--- src/rtl/eepg_cfg.svh ---
// timing, guard sequence and page layout constants for the eeprom host
// assumes a single 125 MHz system clock
`ifndef EEPG_CFG_SVH
`define EEPG_CFG_SVH

`define EEPG_CLK_MHZ     125
// least times round up, longest times round down
`define EEPG_CYC_MIN(ns) ((((ns) * `EEPG_CLK_MHZ) + 999) / 1000)
`define EEPG_CYC_MAX(ns) (((ns) * `EEPG_CLK_MHZ) / 1000)

`define EEPG_WP_NS       200
`define EEPG_WPH_NS      100
`define EEPG_ACC_NS      250
`define EEPG_DF_NS       60
`define EEPG_BLC_US      100
`define EEPG_WC_MS       10
`define EEPG_BLC_CYC     `EEPG_CYC_MAX(`EEPG_BLC_US * 1000)
`define EEPG_WC_CYC      `EEPG_CYC_MAX(`EEPG_WC_MS * 1000000)
`define EEPG_BLC_MARGIN  8
`define EEPG_SYNC_CYC    2

`define EEPG_PAGE_MSB    12
`define EEPG_PAGE_LSB    6
`define EEPG_PAGE_BYTES  7'h40
`define EEPG_GUARD_LEN   2'h3

`define EEPG_GRD_A0      13'h1555
`define EEPG_GRD_A1      13'h0AAA
`define EEPG_GRD_A2      13'h1555
`define EEPG_GRD_D0      8'hAA
`define EEPG_GRD_D1      8'h55
`define EEPG_GRD_D2      8'hA0

`endif

--- src/rtl/eepg_pkg.sv ---
// types shared by the eeprom host files
// assumes eepg_cfg.svh for all numeric constants
package eepg_pkg;

    typedef enum logic [3:0] {
        EEPG_IDLE  = 4'b0000,
        EEPG_RD    = 4'b0001,
        EEPG_REC   = 4'b0010,
        EEPG_WAIT  = 4'b0011,
        EEPG_SET   = 4'b0100,
        EEPG_PULSE = 4'b0101,
        EEPG_HIGH  = 4'b0110,
        EEPG_PGAP  = 4'b0111,
        EEPG_PRD   = 4'b1000
    } eepg_state_t;

endpackage : eepg_pkg

--- src/rtl/eepg_sync.sv ---
// two-flop synchroniser for the data pins
// assumes the bus is quiet while sampled, so skew between bits is harmless
`timescale 1ns/1ps

module eepg_sync #(
    parameter int WIDTH = 8
) (
    // clock and reset
    input  wire logic             sys_clk,
    input  wire logic             reset,
    // pins and result
    input  wire logic [WIDTH-1:0] din,
    output logic      [WIDTH-1:0] dout
);

    logic [WIDTH-1:0] meta_r;

    always_ff @(posedge sys_clk or posedge reset) begin
        if (reset) begin
            meta_r <= '0;
            dout   <= '0;
        end else begin
            meta_r <= din;
            dout   <= meta_r;
        end
    end

endmodule : eepg_sync

--- src/rtl/eepg_host.sv ---
// host controller for a byte-wide parallel eeprom with guarded page write
// assumes the device pins connect directly; dq is split into in/out/enable
`timescale 1ns/1ps
`include "eepg_cfg.svh"

module eepg_host #(
    parameter int BLC_CYC = `EEPG_BLC_CYC,
    parameter int WC_CYC  = `EEPG_WC_CYC
) (
    // clock and reset
    input  wire logic        sys_clk,
    input  wire logic        reset,
    // command port
    input  wire logic        cmd_valid,
    output logic             cmd_ready,
    input  wire logic        cmd_write,
    input  wire logic [12:0] cmd_addr,
    input  wire logic [6:0]  cmd_len,
    // page byte port
    input  wire logic        wdat_valid,
    output logic             wdat_ready,
    input  wire logic [5:0]  wdat_offs,
    input  wire logic [7:0]  wdat_byte,
    // answers
    output logic             rd_valid,
    output logic      [7:0]  rd_data,
    output logic             wr_done,
    output logic             wr_err,
    output logic             busy,
    // device pins
    output logic             ce_n,
    output logic             oe_n,
    output logic             we_n,
    output logic      [12:0] addr,
    output logic      [7:0]  dq_out,
    output logic             dq_oe,
    input  wire logic [7:0]  dq_in
);
    import eepg_pkg::*;

    localparam logic [15:0] WP_CYC  = 16'(`EEPG_CYC_MIN(`EEPG_WP_NS));
    localparam logic [15:0] WPH_CYC = 16'(`EEPG_CYC_MIN(`EEPG_WPH_NS));
    localparam logic [15:0] SMP_CYC =
        16'(`EEPG_CYC_MIN(`EEPG_ACC_NS) + `EEPG_SYNC_CYC);
    localparam logic [15:0] DF_CYC  = 16'(`EEPG_CYC_MIN(`EEPG_DF_NS));
    // leave room for the two cycles between accept and the strobe fall
    localparam logic [15:0] GAP_LIM = 16'(BLC_CYC - `EEPG_BLC_MARGIN);
    localparam logic [23:0] WC_LIM  = 24'(WC_CYC);

    function automatic logic [12:0] grd_addr(input logic [1:0] s);
        case (s)
            2'h0:    grd_addr = `EEPG_GRD_A0;
            2'h1:    grd_addr = `EEPG_GRD_A1;
            default: grd_addr = `EEPG_GRD_A2;
        endcase
    endfunction : grd_addr

    function automatic logic [7:0] grd_data(input logic [1:0] s);
        case (s)
            2'h0:    grd_data = `EEPG_GRD_D0;
            2'h1:    grd_data = `EEPG_GRD_D1;
            default: grd_data = `EEPG_GRD_D2;
        endcase
    endfunction : grd_data

    logic [7:0]  dq_s;
    eepg_sync #(.WIDTH(8)) eepg_sync_inst (
        .sys_clk (sys_clk),
        .reset   (reset),
        .din     (dq_in),
        .dout    (dq_s)
    );

    eepg_state_t st_r,      st_nxt;
    logic [15:0] tmr_r,     tmr_nxt;
    logic [15:0] gap_r,     gap_nxt;
    logic [23:0] poll_r,    poll_nxt;
    logic [1:0]  step_r,    step_nxt;
    logic [6:0]  len_r,     len_nxt;
    logic [6:0]  loaded_r,  loaded_nxt;
    logic [6:0]  page_r,    page_nxt;
    logic [12:0] last_a_r,  last_a_nxt;
    logic [7:0]  last_d_r,  last_d_nxt;
    logic        abort_r,   abort_nxt;
    logic        ce_n_r,    ce_n_nxt;
    logic        oe_n_r,    oe_n_nxt;
    logic        we_n_r,    we_n_nxt;
    logic [12:0] addr_r,    addr_nxt;
    logic [7:0]  dq_out_r,  dq_out_nxt;
    logic        dq_oe_r,   dq_oe_nxt;
    logic [7:0]  rd_data_r, rd_data_nxt;
    logic        rd_vld_r,  rd_vld_nxt;
    logic        done_r,    done_nxt;
    logic        err_r,     err_nxt;

    assign cmd_ready  = (st_r == EEPG_IDLE);
    assign wdat_ready = (st_r == EEPG_WAIT) && (gap_r < GAP_LIM);
    assign busy       = (st_r != EEPG_IDLE);
    assign ce_n       = ce_n_r;
    assign oe_n       = oe_n_r;
    assign we_n       = we_n_r;
    assign addr       = addr_r;
    assign dq_out     = dq_out_r;
    assign dq_oe      = dq_oe_r;
    assign rd_data    = rd_data_r;
    assign rd_valid   = rd_vld_r;
    assign wr_done    = done_r;
    assign wr_err     = err_r;

    always_comb begin
        st_nxt      = st_r;
        tmr_nxt     = tmr_r + 16'h0001;
        gap_nxt     = (gap_r == 16'hFFFF) ? gap_r : gap_r + 16'h0001;
        poll_nxt    = poll_r;
        step_nxt    = step_r;
        len_nxt     = len_r;
        loaded_nxt  = loaded_r;
        page_nxt    = page_r;
        last_a_nxt  = last_a_r;
        last_d_nxt  = last_d_r;
        abort_nxt   = abort_r;
        ce_n_nxt    = ce_n_r;
        oe_n_nxt    = oe_n_r;
        we_n_nxt    = we_n_r;
        addr_nxt    = addr_r;
        dq_out_nxt  = dq_out_r;
        dq_oe_nxt   = dq_oe_r;
        rd_data_nxt = rd_data_r;
        rd_vld_nxt  = 1'b0;
        done_nxt    = 1'b0;
        err_nxt     = err_r;
        case (st_r)
            EEPG_IDLE: begin
                if (cmd_valid && cmd_write) begin
                    // every write starts from the guard bytes
                    page_nxt   = cmd_addr[`EEPG_PAGE_MSB:`EEPG_PAGE_LSB];
                    len_nxt    = (cmd_len == 7'h00) ? 7'h01 :
                                 (cmd_len > `EEPG_PAGE_BYTES) ?
                                 `EEPG_PAGE_BYTES : cmd_len;
                    step_nxt   = 2'h0;
                    loaded_nxt = 7'h00;
                    abort_nxt  = 1'b0;
                    addr_nxt   = grd_addr(2'h0);
                    dq_out_nxt = grd_data(2'h0);
                    dq_oe_nxt  = 1'b1;
                    st_nxt     = EEPG_SET;
                end else if (cmd_valid) begin
                    addr_nxt = cmd_addr;
                    ce_n_nxt = 1'b0;
                    oe_n_nxt = 1'b0;
                    tmr_nxt  = 16'h0000;
                    st_nxt   = EEPG_RD;
                end
            end
            EEPG_RD: begin
                if (tmr_r == SMP_CYC - 16'h0001) begin
                    rd_data_nxt = dq_s;
                    rd_vld_nxt  = 1'b1;
                    ce_n_nxt    = 1'b1;
                    tmr_nxt     = 16'h0000;
                    st_nxt      = EEPG_REC;
                end
            end
            EEPG_REC: begin
                // lets the device float its outputs before the next access
                if (tmr_r == DF_CYC - 16'h0001) begin
                    st_nxt = EEPG_IDLE;
                end
            end
            EEPG_WAIT: begin
                if (gap_r >= GAP_LIM) begin
                    // window gone: device is programming what it has
                    abort_nxt = 1'b1;
                    poll_nxt  = 24'h00_0000;
                    tmr_nxt   = 16'h0000;
                    st_nxt    = EEPG_PGAP;
                end else if (wdat_valid) begin
                    addr_nxt   = {page_r, wdat_offs};
                    dq_out_nxt = wdat_byte;
                    dq_oe_nxt  = 1'b1;
                    st_nxt     = EEPG_SET;
                end
            end
            EEPG_SET: begin
                // oe rises only together with both strobes low
                ce_n_nxt = 1'b0;
                we_n_nxt = 1'b0;
                oe_n_nxt = 1'b1;
                tmr_nxt  = 16'h0000;
                gap_nxt  = 16'h0000;
                st_nxt   = EEPG_PULSE;
            end
            EEPG_PULSE: begin
                if (tmr_r == WP_CYC - 16'h0001) begin
                    ce_n_nxt   = 1'b1;
                    we_n_nxt   = 1'b1;
                    oe_n_nxt   = 1'b0;
                    last_a_nxt = addr_r;
                    last_d_nxt = dq_out_r;
                    if (step_r == `EEPG_GUARD_LEN) begin
                        loaded_nxt = loaded_r + 7'h01;
                    end else begin
                        step_nxt = step_r + 2'h1;
                    end
                    tmr_nxt = 16'h0000;
                    st_nxt  = EEPG_HIGH;
                end
            end
            EEPG_HIGH: begin
                dq_oe_nxt = 1'b0;
                if (tmr_r == WPH_CYC - 16'h0001) begin
                    if (step_r != `EEPG_GUARD_LEN) begin
                        addr_nxt   = grd_addr(step_r);
                        dq_out_nxt = grd_data(step_r);
                        dq_oe_nxt  = 1'b1;
                        st_nxt     = EEPG_SET;
                    end else if (loaded_r == len_r) begin
                        poll_nxt = 24'h00_0000;
                        tmr_nxt  = 16'h0000;
                        st_nxt   = EEPG_PGAP;
                    end else begin
                        st_nxt = EEPG_WAIT;
                    end
                end
            end
            EEPG_PGAP: begin
                poll_nxt = poll_r + 24'h00_0001;
                if (tmr_r == DF_CYC - 16'h0001) begin
                    addr_nxt = last_a_r;
                    ce_n_nxt = 1'b0;
                    tmr_nxt  = 16'h0000;
                    st_nxt   = EEPG_PRD;
                end
            end
            EEPG_PRD: begin
                poll_nxt = poll_r + 24'h00_0001;
                if (tmr_r == SMP_CYC - 16'h0001) begin
                    ce_n_nxt = 1'b1;
                    tmr_nxt  = 16'h0000;
                    if (dq_s[7] == last_d_r[7]) begin
                        // true top bit means programming has ended
                        done_nxt = 1'b1;
                        err_nxt  = abort_r;
                        st_nxt   = EEPG_REC;
                    end else if (poll_r >= WC_LIM) begin
                        done_nxt = 1'b1;
                        err_nxt  = 1'b1;
                        st_nxt   = EEPG_REC;
                    end else begin
                        st_nxt = EEPG_PGAP;
                    end
                end
            end
            default: begin
                st_nxt = EEPG_IDLE;
            end
        endcase
    end

    always_ff @(posedge sys_clk or posedge reset) begin
        if (reset) begin
            st_r      <= EEPG_IDLE;
            tmr_r     <= 16'h0000;
            gap_r     <= 16'h0000;
            poll_r    <= 24'h00_0000;
            step_r    <= 2'h0;
            len_r     <= 7'h01;
            loaded_r  <= 7'h00;
            page_r    <= 7'h00;
            last_a_r  <= 13'h0000;
            last_d_r  <= 8'h00;
            abort_r   <= 1'b0;
            ce_n_r    <= 1'b1;
            oe_n_r    <= 1'b0;
            we_n_r    <= 1'b1;
            addr_r    <= 13'h0000;
            dq_out_r  <= 8'h00;
            dq_oe_r   <= 1'b0;
            rd_data_r <= 8'h00;
            rd_vld_r  <= 1'b0;
            done_r    <= 1'b0;
            err_r     <= 1'b0;
        end else begin
            st_r      <= st_nxt;
            tmr_r     <= tmr_nxt;
            gap_r     <= gap_nxt;
            poll_r    <= poll_nxt;
            step_r    <= step_nxt;
            len_r     <= len_nxt;
            loaded_r  <= loaded_nxt;
            page_r    <= page_nxt;
            last_a_r  <= last_a_nxt;
            last_d_r  <= last_d_nxt;
            abort_r   <= abort_nxt;
            ce_n_r    <= ce_n_nxt;
            oe_n_r    <= oe_n_nxt;
            we_n_r    <= we_n_nxt;
            addr_r    <= addr_nxt;
            dq_out_r  <= dq_out_nxt;
            dq_oe_r   <= dq_oe_nxt;
            rd_data_r <= rd_data_nxt;
            rd_vld_r  <= rd_vld_nxt;
            done_r    <= done_nxt;
            err_r     <= err_nxt;
        end
    end

    // helper: length of the current strobe low time
    logic [15:0] low_cnt_r, low_cnt_nxt;
    always_comb begin
        low_cnt_nxt = we_n_r ? 16'h0000 : low_cnt_r + 16'h0001;
    end
    always_ff @(posedge sys_clk or posedge reset) begin
        if (reset) begin
            low_cnt_r <= 16'h0000;
        end else begin
            low_cnt_r <= low_cnt_nxt;
        end
    end

    a_oe_only_strobe: assert property (@(posedge sys_clk) disable iff (reset)
        oe_n_r |-> (!ce_n_r && !we_n_r))
        else $error("output enable high outside a strobe");
    a_read_no_drive: assert property (@(posedge sys_clk) disable iff (reset)
        (!ce_n_r && !oe_n_r) |-> !dq_oe_r)
        else $error("host drives data while device may");
    a_write_oe_high: assert property (@(posedge sys_clk) disable iff (reset)
        !we_n_r |-> (oe_n_r && !ce_n_r && dq_oe_r))
        else $error("write strobe without oe high and data");
    a_pulse_width: assert property (@(posedge sys_clk) disable iff (reset)
        $rose(we_n_r) |-> (low_cnt_r == WP_CYC && $past(dq_oe_r)))
        else $error("write strobe width wrong");
    a_guard_first: assert property (@(posedge sys_clk) disable iff (reset)
        ($fell(we_n_r) && step_r == 2'h0) |->
        (addr_r == `EEPG_GRD_A0 && dq_out_r == `EEPG_GRD_D0))
        else $error("write not opened by guard byte");
    a_guard_third: assert property (@(posedge sys_clk) disable iff (reset)
        ($fell(we_n_r) && step_r == 2'h2) |->
        (addr_r == `EEPG_GRD_A2 && dq_out_r == `EEPG_GRD_D2))
        else $error("third guard byte wrong");
    a_page_const: assert property (@(posedge sys_clk) disable iff (reset)
        ($fell(we_n_r) && step_r == `EEPG_GUARD_LEN) |->
        addr_r[`EEPG_PAGE_MSB:`EEPG_PAGE_LSB] == page_r)
        else $error("page bits changed during load");
    a_count_limit: assert property (@(posedge sys_clk) disable iff (reset)
        $fell(we_n_r) |-> (loaded_r < len_r && len_r <= `EEPG_PAGE_BYTES))
        else $error("too many bytes loaded");
    a_load_window: assert property (@(posedge sys_clk) disable iff (reset)
        ($fell(we_n_r) && step_r == `EEPG_GUARD_LEN && loaded_r != 7'h00)
        |-> $past(gap_r, 2) < 16'(BLC_CYC))
        else $error("byte load later than the window");
    a_poll_bound: assert property (@(posedge sys_clk) disable iff (reset)
        (st_r == EEPG_PRD || st_r == EEPG_PGAP) |->
        poll_r <= WC_LIM + SMP_CYC + DF_CYC)
        else $error("polling ran past the program time");

endmodule : eepg_host

--- config.mk ---
export PLATFORM = sky130hd
export DESIGN_NAME = eepg_host
export DESIGN_NICKNAME = d
export VERILOG_FILES = /design/src/rtl/eepg_pkg.sv /design/src/rtl/eepg_sync.sv /design/src/rtl/eepg_host.sv
export VERILOG_INCLUDE_DIRS = /design/src /design/src/rtl
export SDC_FILE = /design/constraint.sdc
export NUM_CORES = 1
export LEC_CHECK = 0
export BUFFER_PORTS_ARGS = -buffer_cell sky130_fd_sc_hd__buf_4
export CAP_MARGIN = 5
export CORE_MARGIN = 2
export CORE_UTILIZATION = 63
export CTS_CLUSTER_DIAMETER = 150
export DETAILED_ROUTE_END_ITERATION = 10
export HOLD_SLACK_MARGIN = 0.1
export PLACE_DENSITY = 0.85
export SYNTH_ARGS = -nofsm -noshare
export SYNTH_HDL_FRONTEND = slang
export SYNTH_HIERARCHICAL = 1
export SYNTH_SLANG_ARGS = --single-unit
export TNS_END_PERCENT = 20
--- constraint.sdc ---
create_clock -name sys_clk -period 15.4 [get_ports sys_clk]
set_input_delay 4.62 -clock sys_clk [delete_from_list [all_inputs] [get_ports sys_clk]]
set_output_delay 4.62 -clock sys_clk [all_outputs]
set_load 0.03 [all_outputs]
==> impl_summary.txt <==
----------------------------------------------------
[Flow run]
  Max Cap Viol ... 0

[Synthesis]
  Synthesized flop and latch total ... 150
  Cell taking the most area after synthesis ... dfrtp_1
  Area of the mapped netlist ... 7540 um^2
  Top cells by area, synth ... dfrtp_1 (49%), nand2_1 (7.7%), nor2_1 (4.0%)
  Post-Syn Nets ... 852
  Mean instance size in the synthesized netlist ... approximately 9.5 um^2
  Sequential element share of the synthesized area ... 49.8%
  Synthesized netlist cell count ... just under 800
  Yosys top cell area share ... 48.8%
  Top flip-flop cell by instance count after synthesis ... dfrtp_1
  EDFF count, synth ... 0
  Number of warnings reported in the yosys synthesis log ... 6
  Count of distinct cell types in the synthesized netlist ... a little under 70
  Async set or reset register ratio after synthesis ... 100%

[Power and ir drop]
  Maximum vdd drop ... around 0.00011 V
  P per Cell Area ... 170 nW/um^2
  Total power ... 1.51 mW
  Static Leakage ... 4.17 nW

[Place]
  Post-Place Cells ... 988
  Total of buffers placed on input and output ports ... 85
  HPWL after detailed placement ... about 12000 um
  Final RePlAce weighted congestion ... 0.921

[Die]
  Horizontal die dimension ... 113 um
  DIE HEIGHT ... 113 um
  Area of the die ... 12900 um^2
  Starting utilization of the core area ... 65.2%
  Core Area ... 11600 um^2
  Total I/O pin count ... 86
  Std-Cell Rows ... 39

[Timing]
  Slew at the pin closest to its max-slew limit ... 1.20 ns
  Total negative setup slack ... 0 ns
  Setup repair after global routing missed its margin ... no
  Part of the cycle the worst path needs ... 44.8%
  Worst max-slew margin expressed relative to the limit ... 19.5%
  Count of final hold-check violations ... 0
  Clock Skew ... roughly 0.0070 ns
  Fmax ... 145 MHz
  Setup-failing EPs final ... 0
  Number of pins with negative max-slew slack in the final report ... 0
  Fin crit period ... 6.89 ns

[Cells and area]
  Layout filler cell count ... 776
  Antenna diode count ... 0
  Fraction of final layout cells sized beyond drive strength 1 ... 18.1%
  Count of placed standard cells in the final layout, fillers left out ... 1020
  Area growth syn-to-layout ... 17.6%
  Layout Nets ... 923

[CTS]
  Number of gates given a new drive strength after cts ... 0
  Post-cts hold buffer count ... 0
  Clock tree from TritonCTS ... built
  Count of buffers added by post-CTS timing repair for setup ... 0
  Number of clock sinks seen by CTS ... 150
  Clock transition at the registers of the reported paths ... 0.06 ns
  # H-tree levels ... 4
  Worst-skew pair later-pin latency ... 0.43 ns
  TritonCTS buffer count ... 17
  Root Buffer ... clkbuf_16
  Longest Clk Path Bufs ... 2

[Critical path]
  Register-to-Register Setup Slack ... roughly 12 ns
  Worst Reg2Reg Path Length in Cells ... 6
  Req. time, crit path ... around 11 ns
  Capture point of the worst reg-to-reg path ... addr[10]$_DFFE_PP0P_
  Maximum cell stage delay along the critical path ... ~0.67 ns
  Cells along the critical path ... nand2_1, nor3_2, buf_4, and2b_1, buf_4
  CP top delay family ... flip-flops
  Worst Path Max Fanout ... 26
  Kind of launch point of the worst setup path ... flip-flop
  Cell repeated most along the worst path ... buf_4
  Critical setup path kind ... reg -> out
  Buf+Inv Stages, Crit Path ... 2
  Reg-to-Reg Start ... st_r[2]$_DFFE_PP0P_
  Crit path arrival time ... 2.27 ns
  Critical path endpoint category ... output port
  Levels on crit path ... 5
  Cell with the largest stage delay on the worst path ... dfrtp_1

[Hold path]
  Hold/Removal Path Class ... reg -> reg
  Depth of the worst hold-timing path ... 0
  End of the worst hold path ... eepg_sync_inst/dout[0]$_DFF_PP0_
  Worst min-delay path startpoint ... eepg_sync_inst/meta_r[0]$_DFF_PP0_

[Routing]
  Via count ... roughly 6.4k
  Routed WL ... 18400 um
  Detailed router's first-iteration violation count ... 860
  Post-detailed-route DRC marker count ... 0
  WL per Instance ... 18.0 um
  Vias per cell ... 6.24
  Total iterations of the first detailed-routing run ... 8
  Post-DRT Antenna Nets ... 0

[Global routing]
  Antenna violations before repair ... 0
  Overall routing resource usage ... 29.7%
  Vias in the first global route ... 6300
  Maximum number of pins on one net before global-route repair ... 80
  Remaining global-route overflow ... 0
  First-pass GRT wire length ... 30200 um

[Status]
  Status ... completed

----------------------------------------------------
per-layer routing:
| metal | vias to the layer above | track usage [%] | wire length [um] |
|---|---|---|---|
| met1 | 3082 | 37.6 | 7320 |
| met2 | 318 | 49.6 | 9120 |
| met5 | - | 0 | 0 |
| met4 | 0 | 13.7 | 521 |
| li1 | 2908 | - | - |
| met3 | 52 | 6.22 | 1390 |
worst register-to-register path, stage by stage, from the launching register on:
cell,delay [ns]
dfrtp_1,0.70
nand2b_1,0.24
nor2_1,0.93
o21ai_1,0.31
o21ai_1,0.22
nand4bb_1,0.66
mux2_2,0.42
how the worst max path moves through the flow:
stage,from,end,slack (ns)
floorplan,reset,abort_r$_DFFE_PP0P_,7.20
detailed placement,wdat_valid,addr[6]$_DFFE_PP0P_,8.93
finish,st_r[0]$_DFFE_PP0P_,wdat_ready,8.51
global placement,wdat_valid,addr[0]$_DFFE_PP0P_,8.99
CTS,st_r[0]$_DFFE_PP0P_,wdat_ready,8.54
global route,st_r[0]$_DFFE_PP0P_,wdat_ready,8.40
metrics by stage:
step / hold slack, ns / cell area, um^2 / util, % / setup WS [ns]
2_1_floorplan: 0.331 / 7540 / - / 7.20
3_3_place_gp: 0.333 / 8240 / 71.3 / 8.99
3_5_place_dp: 0.335 / 8240 / 71.3 / 8.93
4_1_cts: 0.348 / 8870 / 76.7 / 8.54
5_1_grt: 0.356 / 8870 / 76.7 / 8.40
6_report: 0.348 / 8870 / 76.7 / 8.51
placed cells by master, fill, tap and decap left out, types with 6 or more instances in the layout:
cell type	n
a31oi_1	16
xnor2_1	19
nand4_1	13
o21ai_0	22
dfrtp_1	147
xor2_1	21
a211oi_1	9
inv_1	24
nor2_1	81
nor3_1	17
ha_1	12
nand2_1	155
a21oi_1	34
a211o_1	6
a222oi_1	6
buf_4	88
nand3_1	30
clkbuf_16	17
a22o_1	6
mux2_1	12
and3_1	12
nor2b_1	7
o211ai_1	6
mux2_2	15
o31ai_1	6
state kept, by name, summed over array words and instances (netlist names), 2 cells and up:
name / count
loaded_r: 7
dq_out: 8
tmr_r: 16
rd_data: 8
st_r: 4
len_r: 7
addr: 13
gap_r: 16
page_r: 7
eepg_sync_inst/dout: 8
poll_r: 24
last_a_r: 13
step_r: 2
eepg_sync_inst/meta_r: 8
kinds of logic (layout without fill, tap and decap cells):
kind of cell / after synthesis / after routing / share of synthesized area [%]
xor gates and xnor gates: 40 / 40 / 4.65
and+or+nand+nor: 360 / 360 / 23.1
muxes: 32 / 32 / 4.89
DFF: 150 / 150 / 49.8
adders and majority gates: 12 / 12 / 1.99
buffers and inverters: 61 / 145 / 3.24
AOI/OAI and AO/OA: 138 / 138 / 12.3
power breakdown:
group	switching, mW	internal (mW)	leakage (nW)
clock network	0.168	0.271	0.292
registers	0.0851	0.470	1.96
logic	0.317	0.199	1.92
area by class of cell:
| class | instances | area [um^2] | area share (%) |
|---|---|---|---|
| Multi-Input combinational cell | 582 | 3550 | 40.0 |
| Timing Repair Buffer | 88 | 661 | 7.45 |
| Clock inverter | 15 | 203 | 2.28 |
| Inverter | 25 | 96.3 | 1.09 |
| Tap cell | 143 | 179 | 2.02 |
| Clock buffer | 17 | 425 | 4.80 |
| Sequential cell | 150 | 3760 | 42.4 |
synthesized netlist by cell type (2+ instances only):
master,n
nand4_1,13
mux2i_1,2
xnor2_1,19
nand3_1,30
inv_1,25
and2_1,5
o21ai_0,22
nor4_1,4
o211ai_1,6
o21ai_1,3
dfstp_2,3
a31oi_1,16
o21a_1,4
a211o_1,6
a21o_1,3
dfrtp_1,147
o31ai_1,6
a22o_1,6
a222oi_1,6
or4_1,4
clkbuf_1,25
nor2b_1,7
or3_1,3
a221oi_1,2
nor2_1,81
nand2b_1,2
mux2_2,15
nand3b_1,5
mux2_1,12
and4_1,2
and3_1,12
xor2_1,21
ha_1,12
nor3_1,19
a211oi_1,9
nor4_2,2
buf_2,8
o22ai_1,2
nand2_1,155
nor4_4,4
mux2_4,3
a21oi_1,34
or2_2,2
Note: power is estimated with default switching activity, not from simulation.
